`src/rtl/dsm_pkg.sv`:
```
// Package: register map, field layout and carrier types of the DMA status block
package dsm_pkg;
   // Register byte offsets
   localparam logic [11:0] DSM_OFS_CHAN_CMD = 12'h014;
   localparam logic [11:0] DSM_OFS_IRQ_STATUS = 12'h02C;
   localparam logic [11:0] DSM_OFS_EV_STATUS = 12'h030;
   localparam logic [11:0] DSM_OFS_EV_MASK = 12'h034;
   localparam logic [11:0] DSM_OFS_MON_CTRL = 12'h800;
   localparam logic [11:0] DSM_OFS_S0_DATA = 12'h804;
   localparam logic [11:0] DSM_OFS_S0_STALL = 12'h808;
   // Reset values
   localparam logic [31:0] DSM_RST_MON_CTRL = 32'h00000000;
   localparam logic [3:0] DSM_RST_EV_MASK = 4'h0;
   localparam logic [15:0] DSM_RST_COUNT = 16'h0000;
   // Channel status and command fields
   localparam int DSM_BIT_RZ = 0;
   localparam int DSM_BIT_CMPL = 1;
   localparam int DSM_BIT_ERR = 2;
   localparam int DSM_BIT_ERROR_CLEAR_CMD = 8;
   // Monitor control fields
   localparam int DSM_BIT_S0_EN = 0;
   localparam int DSM_BIT_S1_EN = 1;
   localparam int DSM_BIT_S0_FRZ = 4;
   localparam int DSM_BIT_S1_FRZ = 5;
   localparam int DSM_BIT_S0_CLR = 8;
   localparam int DSM_BIT_S1_CLR = 9;
   localparam int DSM_POS_S0_SEL = 16;
   localparam int DSM_POS_S1_SEL = 24;
   localparam int DSM_SEL_W = 6;
   // Writable bits of the monitor control register
   localparam logic [31:0] DSM_MON_CTRL_WMASK = 32'h3F3F0033;
   // Event status bits
   localparam int DSM_EV_RZ = 0;
   localparam int DSM_EV_CMPL = 1;
   localparam int DSM_EV_ERR = 2;
   localparam int DSM_EV_OVF = 3;

   // Per-slot observation strobes
   typedef struct packed {
      logic rd_data;
      logic rd_stall;
   } dsm_mon_ev_s;

   // Loads of counter and reload value from the channel's own registers
   typedef struct packed {
      logic cnt_load;
      logic [15:0] cnt_val;
      logic rld_load;
      logic [15:0] rld_val;
   } dsm_chan_load_s;
endpackage

```
`src/rtl/dsm_slot_counter.sv`:
```
// Data-cycle and stall-cycle counters of one monitor slot
`timescale 1ns/1ns
module dsm_slot_counter
   import dsm_pkg::*;
#(
   parameter int W = 32
) (
   // Clock and reset
   input wire logic core_clk,
   input wire logic rst,
   // Control
   input wire logic slot_enable,
   input wire logic freeze,
   input wire logic clear,
   input wire dsm_mon_ev_s ev,
   // Counts
   output logic [W-1:0] data_count,
   output logic [W-1:0] stall_count,
   output logic overflow
);
   typedef struct packed {
      logic [W-1:0] data;
      logic [W-1:0] stall;
      logic frozen;
      logic ovf;
   } dsm_slot_state_s;

   localparam logic [W-1:0] MAXV = '1;

   dsm_slot_state_s s_q, s_d;
   logic wrap;

   always_comb begin
      s_d = s_q;
      s_d.ovf = 1'b0;
      wrap = (ev.rd_data && s_q.data == MAXV) ||
             (ev.rd_stall && s_q.stall == MAXV);
      if (clear) begin // RQ6
         s_d = '0;
      end else if (slot_enable && !s_q.frozen) begin // RQ10 RQ15
         if (wrap) begin
            s_d.ovf = 1'b1;
            if (freeze) begin
               s_d.frozen = 1'b1; // RQ9
            end else begin
               s_d.data = '0; // RQ8
               s_d.stall = '0;
            end
         end else begin
            s_d.data = s_q.data + W'(ev.rd_data); // RQ11
            s_d.stall = s_q.stall + W'(ev.rd_stall); // RQ12
         end
      end
   end

   always_ff @(posedge core_clk or posedge rst) begin
      if (rst) begin
         s_q <= '0;
      end else begin
         s_q <= s_d;
      end
   end

   assign data_count = s_q.data;
   assign stall_count = s_q.stall;
   assign overflow = s_q.ovf;
endmodule // dsm_slot_counter

```
`src/rtl/dsm_top.sv`:
```
// Channel status flags, event interrupt and slot-0 performance monitor
//
// What this block does
// RQ1 - Error flag sets on any transfer error and stays until cleared.
// RQ2 - Complete flag high exactly when counter and reload are both zero.
// RQ3 - Reload-zero flag high exactly while the reload value is zero.
// RQ4 - Control bits 21:16 and 29:24 pick each slot's observed channel; only 21:16 is used, bits 29:24 are stored but there is no slot 1.
// RQ5 - Software must not point both slots at one channel.
// RQ6 - Writing one to a slot clear bit zeroes its counters; the slot 1 clear bit drives nothing, as there is no slot 1.
// RQ7 - Slot clear bits always read back as zero.
// RQ8 - Without freeze, overflow resets that slot's counters.
// RQ9 - With freeze, the slot stops just before an overflow.
// RQ10 - Control bits 0 and 1 enable slot 0 and slot 1; bit 1 is stored but drives nothing, as there is no slot 1.
// RQ11 - Read-only 32-bit count of slot-0 read data cycles.
// RQ12 - Read-only 32-bit count of slot-0 read stall cycles.
// RQ13 - Error-clear command clears the error flag and lets transfers run.
// RQ14 - Counter reloads from nonzero reload at zero, else channel stops.
// RQ15 - Slot counters advance only while the slot is enabled.
//
// The APB interface to the registers was left to the implementer.
`timescale 1ns/1ns
module dsm_top
   import dsm_pkg::*;
#(
   parameter int NUM_CH = 64,
   parameter int CNT_W = 32
) (
   // Clock and reset
   input wire logic core_clk,
   input wire logic rst,
   // APB slave
   input wire logic psel,
   input wire logic penable,
   input wire logic pwrite,
   input wire logic [11:0] paddr,
   input wire logic [31:0] pwdata,
   output logic [31:0] prdata,
   output logic pready,
   output logic pslverr,
   // Channel transfer side
   input wire dsm_chan_load_s chan_load,
   input wire logic xfer_beat,
   input wire logic xfer_err_in,
   output logic chan_run,
   // Monitor strobes, one bit per DMA channel
   input wire logic [NUM_CH-1:0] rd_data_ev,
   input wire logic [NUM_CH-1:0] rd_stall_ev,
   // Interrupt
   output logic irq
);
   typedef struct packed {
      logic [31:0] prdata;
      logic pready;
      logic pslverr;
      logic irq;
      logic chan_run;
      logic err_flag;
      logic [15:0] xfer_counter;
      logic [15:0] reload_value;
      logic [31:0] mon_ctrl;
      logic [3:0] ev_stat;
      logic [3:0] ev_mask;
      logic cmpl_prev;
      logic rz_prev;
   } dsm_state_s;

   dsm_state_s s_q, s_d;

   // Slot 0 wiring
   logic s0_clear;
   logic s1_clear;
   logic s0_ovf;
   logic [CNT_W-1:0] s0_data;
   logic [CNT_W-1:0] s0_stall;
   dsm_mon_ev_s s0_ev;
   logic [DSM_SEL_W-1:0] s0_sel;

   // Bus decode
   logic acc_setup;
   logic acc_done;
   logic wr_done;
   logic [31:0] rd_word;
   logic [31:0] irq_status_word;
   logic cmpl_now;
   logic rz_now;
   logic error_clear_cmd;

   function automatic logic dsm_mapped(input logic [11:0] a);
      return a == DSM_OFS_CHAN_CMD || a == DSM_OFS_IRQ_STATUS ||
             a == DSM_OFS_EV_STATUS || a == DSM_OFS_EV_MASK ||
             a == DSM_OFS_MON_CTRL || a == DSM_OFS_S0_DATA ||
             a == DSM_OFS_S0_STALL;
   endfunction

   // Pick one channel's strobe; out-of-range selects see nothing
   function automatic logic dsm_pick(input logic [NUM_CH-1:0] v,
                                     input logic [DSM_SEL_W-1:0] sel);
      logic r;
      r = 1'b0;
      for (int i = 0; i < NUM_CH; i++) begin
         if (sel == DSM_SEL_W'(i)) begin
            r = v[i];
         end
      end
      return r;
   endfunction

   assign cmpl_now = s_q.xfer_counter == 16'h0000 &&
                     s_q.reload_value == 16'h0000; // RQ2
   assign rz_now = s_q.reload_value == 16'h0000; // RQ3
   assign irq_status_word = {29'h0, s_q.err_flag, cmpl_now, rz_now};

   assign acc_setup = psel && penable && !s_q.pready;
   assign acc_done = psel && penable && s_q.pready;
   assign wr_done = acc_done && pwrite;
   assign error_clear_cmd = wr_done && paddr == DSM_OFS_CHAN_CMD &&
                 pwdata[DSM_BIT_ERROR_CLEAR_CMD];
   assign s0_clear = wr_done && paddr == DSM_OFS_MON_CTRL &&
                     pwdata[DSM_BIT_S0_CLR];
   assign s1_clear = wr_done && paddr == DSM_OFS_MON_CTRL &&
                     pwdata[DSM_BIT_S1_CLR];

   // Slot 0 observes the channel named in its select field
   assign s0_ev.rd_data = dsm_pick(rd_data_ev,
      s_q.mon_ctrl[DSM_POS_S0_SEL +: DSM_SEL_W]); // RQ4
   assign s0_ev.rd_stall = dsm_pick(rd_stall_ev,
      s_q.mon_ctrl[DSM_POS_S0_SEL +: DSM_SEL_W]); // RQ4
   assign s0_sel = s_q.mon_ctrl[DSM_POS_S0_SEL +: DSM_SEL_W]; // RQ4

   dsm_slot_counter #(
      .W(CNT_W)
   ) u_slot0 (
      .core_clk(core_clk),
      .rst(rst),
      .slot_enable(s_q.mon_ctrl[DSM_BIT_S0_EN]), // RQ10
      .freeze(s_q.mon_ctrl[DSM_BIT_S0_FRZ]),
      .clear(s0_clear), // RQ6
      .ev(s0_ev),
      .data_count(s0_data),
      .stall_count(s0_stall),
      .overflow(s0_ovf)
   );

   // Read mux
   always_comb begin
      if (paddr == DSM_OFS_IRQ_STATUS) begin
         rd_word = irq_status_word;
      end else if (paddr == DSM_OFS_EV_STATUS) begin
         rd_word = {28'h0, s_q.ev_stat};
      end else if (paddr == DSM_OFS_EV_MASK) begin
         rd_word = {28'h0, s_q.ev_mask};
      end else if (paddr == DSM_OFS_MON_CTRL) begin
         rd_word = s_q.mon_ctrl; // RQ7
      end else if (paddr == DSM_OFS_S0_DATA) begin
         rd_word = 32'(s0_data); // RQ11
      end else if (paddr == DSM_OFS_S0_STALL) begin
         rd_word = 32'(s0_stall); // RQ12
      end else begin
         rd_word = 32'h00000000;
      end
   end

   always_comb begin
      s_d = s_q;
      // One wait state: pready rises one edge into the access phase
      s_d.pready = acc_setup;
      s_d.pslverr = acc_setup && !dsm_mapped(paddr);
      s_d.prdata = (acc_setup && !pwrite) ? rd_word : 32'h00000000;

      // Register writes
      if (wr_done) begin
         if (paddr == DSM_OFS_MON_CTRL) begin
            s_d.mon_ctrl = pwdata & DSM_MON_CTRL_WMASK; // RQ4 RQ10 RQ7
         end else if (paddr == DSM_OFS_EV_MASK) begin
            s_d.ev_mask = pwdata[3:0];
         end
      end

      // Error flag: a new error wins over a clear in the same cycle
      s_d.err_flag = (s_q.err_flag && !error_clear_cmd) || xfer_err_in; // RQ1 RQ13

      // Transfer counter and reload
      if (chan_load.cnt_load) begin
         s_d.xfer_counter = chan_load.cnt_val;
      end else if (s_q.xfer_counter == 16'h0000 &&
                   s_q.reload_value != 16'h0000) begin
         s_d.xfer_counter = s_q.reload_value; // RQ14
      end else if (xfer_beat && s_q.chan_run) begin
         s_d.xfer_counter = s_q.xfer_counter - 16'h0001;
      end
      if (chan_load.rld_load) begin
         s_d.reload_value = chan_load.rld_val;
      end else if (s_q.xfer_counter == 16'h0000 &&
                   s_q.reload_value != 16'h0000) begin
         s_d.reload_value = DSM_RST_COUNT; // RQ14
      end
      // Channel may move data only with a count and no pending error
      s_d.chan_run = !s_d.err_flag &&
                     s_d.xfer_counter != 16'h0000; // RQ13 RQ14

      // Sticky events, set wins over write-one-to-clear
      s_d.cmpl_prev = cmpl_now;
      s_d.rz_prev = rz_now;
      if (wr_done && paddr == DSM_OFS_EV_STATUS) begin
         s_d.ev_stat = s_q.ev_stat & ~pwdata[3:0];
      end
      if (rz_now && !s_q.rz_prev) begin
         s_d.ev_stat[DSM_EV_RZ] = 1'b1;
      end
      if (cmpl_now && !s_q.cmpl_prev) begin
         s_d.ev_stat[DSM_EV_CMPL] = 1'b1;
      end
      if (xfer_err_in) begin
         s_d.ev_stat[DSM_EV_ERR] = 1'b1;
      end
      if (s0_ovf) begin
         s_d.ev_stat[DSM_EV_OVF] = 1'b1;
      end
      s_d.irq = |(s_d.ev_stat & s_d.ev_mask);
   end

   always_ff @(posedge core_clk or posedge rst) begin
      if (rst) begin
         s_q <= '0;
         s_q.mon_ctrl <= DSM_RST_MON_CTRL;
         s_q.ev_mask <= DSM_RST_EV_MASK;
         s_q.cmpl_prev <= 1'b1;
         s_q.rz_prev <= 1'b1;
      end else begin
         s_q <= s_d;
      end
   end

   assign prdata = s_q.prdata;
   assign pready = s_q.pready;
   assign pslverr = s_q.pslverr;
   assign irq = s_q.irq;
   assign chan_run = s_q.chan_run;
endmodule // dsm_top

```
`config.mk`:
```
export PLATFORM = sky130hd
export DESIGN_NAME = dsm_top
export DESIGN_NICKNAME = d
export VERILOG_FILES = /design/src/rtl/dsm_pkg.sv /design/src/rtl/dsm_slot_counter.sv /design/src/rtl/dsm_top.sv
export SDC_FILE = /design/constraint.sdc
export NUM_CORES = 1
export LEC_CHECK = 0
export BUFFER_PORTS_ARGS = -buffer_cell sky130_fd_sc_hd__buf_2
export CORE_MARGIN = 5
export CORE_UTILIZATION = 51
export CTS_BUF_LIST = sky130_fd_sc_hd__clkbuf_4
export DETAILED_ROUTE_END_ITERATION = 10
export PLACE_DENSITY_LB_ADDON = 0.08
export SYNTH_ARGS = -nofsm -noshare
export SYNTH_HDL_FRONTEND = slang
export SYNTH_HIERARCHICAL = 1
export SYNTH_SLANG_ARGS = --single-unit
```
`constraint.sdc`:
```
create_clock -name core_clk -period 4.2 [get_ports core_clk]
set_input_delay 0.42 -clock core_clk [delete_from_list [all_inputs] [get_ports core_clk]]
set_output_delay 0.42 -clock core_clk [all_outputs]
set_load 0.005 [all_outputs]
```
==> reports/results.txt <==
Syn_area_per_cell: 8.68 µm²
Via count: 11007
Cts bufs inserted: 17
Area leader, netlist: dfrtp_1
Crit path DAT: 4560 ps
Vias in the first global route: 10066
Tot GR Track Use: 0.293
Synthesized area: 0.0112 mm²
Rows: 54
Final HPWL DP: 28800 µm
Std-Cell Core Area: 0.0218 mm²
Clock sinks: 161
IO Port Bufs: 235
Layout cells sized above 1: 0.328
Endpoint type of the worst setup path: flop
Largest net degree at the start of global routing: 69
H-tree Lvls: 4
Remaining global-route overflow: 0
Clk buf depth: 2
First-pass GRT wire length: 57000 µm
Top delay family on crit path: simple AND/OR/NAND/NOR gates
Synth top area share: 0.355
Number of remaining DRC errors: 0
Max Cap Viol: 0
Clock Latency Late Sink: 560 ps
Count leader, synth: dfrtp_1
Critical Path Stages: 16
Pwr Density: 216 mW/mm²
Slew headroom: 0.288
Hold Vio Cnt, Final: 0
Setup violators final: 0
Synthesis warning total: 6
Sequential-to-total area share from yosys stat: 0.360
Area grow syn2layout: 16.4%
Worst VDD drop: 0.193 mV
Final wirelength: 38300 µm
Yosys reg bits: 161
Die Area: 0.0250 mm²
CP bufs+invs: 4
Ys flop type: dfrtp_1
Die H: 158 µm
Syn nets: 1509
Clk root buf: clkbuf_4
DR pass1 iterations: 6
WL/cell: 21.6 µm
Final Max Slew Viols: 0
Synth top cells by count: dfrtp_1, nand2_1, buf_4, nor2_1, o21ai_0
CP max FO: 24
Async set-reset flop share out of synthesis: 1.00
Post-synth EDFFs: 0
Leakage Power: 5.90 nW
CP peak stage delay: 500 ps
Final Power: 2.81 mW
Gpl congestion: 0.990
Final Net Count: 1699
Yosys cell types: 98
Crit Path Class: reg -> reg
Number of routed nets with antenna violations: 0
Min-delay worst type: in -> reg
Initial antenna violation count: 2
Clock transition at path regs: 150 ps
R2r worst-path depth: 16
CTS tree: done
Worst Hold Slack: 61.5 ps
Max stage delay cell, worst path: dfrtp_2
Status: finished clean
Initial Util: 0.515
Setup Skew: 33.2 ps
Worst-margin pin slew: 1070 ps
Top post-synthesis cells by area: dfrtp_1, buf_4, nand2_1, mux2i_1, o21ai_0
Tcrit/Tclk final: 0.969
Die X: 158 µm
Fmax: 0.246 GHz
CP startpoint kind: flop
Worst EP required: 4690 ps
I/O Pins: 249
Post-Synthesis Cells: 1290
Hold path depth: 3
CP Cell Sequence: buf_12 -> clkinvlp_4 -> a21o_1 -> o22ai_1 -> or3b_2 -> a21oi_1 -> a211oi_2 -> a211o_1 -> buf_4 -> nand4_1 -> nor4_1 -> and4_1 -> or3_1 -> buf_12 -> or3_1 -> mux2i_1
Avg Vias per Cell: 6.20
Tmin final: 4070 ps
Initial drt markers: 983
-- final timing paths --
path	slack [ps]	endpoint	start
worst max-delay path	130	u_slot0/data_count[20]	s0_sel[0]
worst min-delay path	60	s_q[48]	chan_load[6]
worst max register to register	130	u_slot0/data_count[20]	s0_sel[0]
worst min register to register	500	s_q[9]	u_slot0/overflow
max in group asynchronous	2660	u_slot0/data_count[4]	rst
min in group asynchronous	510	u_slot0/stall_count[5]	rst
-- sequential cells by signal, summed over array words and instances, names as in the netlist --
register and flops:
u_slot0/s_q 1, prdata 32, pslverr 1, irq_status_word 1
u_slot0/stall_count 32, pready 1, u_slot0/data_count 32, u_slot0/overflow 1
s_q 52, irq 1, s0_sel 6, chan_run 1
-- per-layer routing --
| metal | GRT usage | vias up | part of all wire |
|---|---|---|---|
| met3 | 0.0462 | 55 | 0.079 |
| met5 | 0 | - | 0.00034 |
| li1 | - | 5072 | - |
| met2 | 0.470 | 502 | 0.47 |
| met1 | 0.414 | 5376 | 0.43 |
| met4 | 0.0804 | 2 | 0.024 |
-- cell families after synthesis --
| family | synth area share |
|---|---|
| AO/OA/AOI/OAI | 0.194 |
| XOR/XNOR | 0.0102 |
| adder cells (fa/ha/maj) | 0.00670 |
| buffers and inverters | 0.114 |
| flip-flops | 0.360 |
| multiplexers | 0.0720 |
| AND/OR/NAND/NOR | 0.243 |
-- where the power goes --
part           internal, mW  switching [mW]
sequential             1.58          0.0360
combinational         0.130           0.147
clock                 0.319           0.600
total                  2.03           0.783
-- cell usage in the layout, fill, tap and decap left out, types with 22 or more instances in the layout --
cell,n
nor3_1,22
nor2_1,81
o21ai_0,64
mux2i_1,40
buf_2,235
or3_1,26
nand2_1,141
buf_4,101
nand4_1,31
a22oi_1,22
inv_1,37
mux2_2,26
dfrtp_1,156
nand3_1,63
a21oi_1,64
-- tightest hold or removal path, stage by stage --
cell and delay, ps:
buf_2 70, nand2_1 40, o21ai_0 60
-- layout make-up --
| cell class | count | area (µm²) |
|---|---|---|
| Fill cell | 1994 | 8720 |
| Multi-Input combinational cell | 906 | 6030 |
| Sequential cell | 161 | 4040 |
| Timing Repair Buffer | 350 | 2170 |
| Tap cell | 280 | 350 |
| Inverter | 43 | 173 |
| Clock buffer | 19 | 143 |
| Clock inverter | 13 | 125 |
| Timing Repair inverter | 1 | 5.00 |
| Antenna cell | 1 | 2.50 |
-- metrics by stage --
| stage | util | std cells | setup WS, ps | cell area [µm²] | setup TNS, ps |
|---|---|---|---|---|---|
| finish | 0.599 | 1774 | 129 | 13000 | 0 |
| global route | 0.599 | 1774 | -28.0 | 13000 | -38.9 |
| CTS | 0.586 | 1758 | 3.26 | 12700 | 0 |
| detailed placement | 0.572 | 1724 | -95.8 | 12500 | -296 |
| global placement | 0.572 | 1724 | 2.29 | 12500 | 0 |
| floorplan | - | 1290 | 284 | 11200 | 0 |
-- what timing repair did --
action / 4_1_cts / 5_1_grt
setup endpoints to repair: 5 / 31
buffers inserted: 0 / 13
pin swaps: 0 / 10
gates resized for setup: 3 / 32
gates cloned: 0 / 2
hold endpoints to repair: 30 / 0
hold buffers: 2 / 0
(Power assumes the default switching activity.)
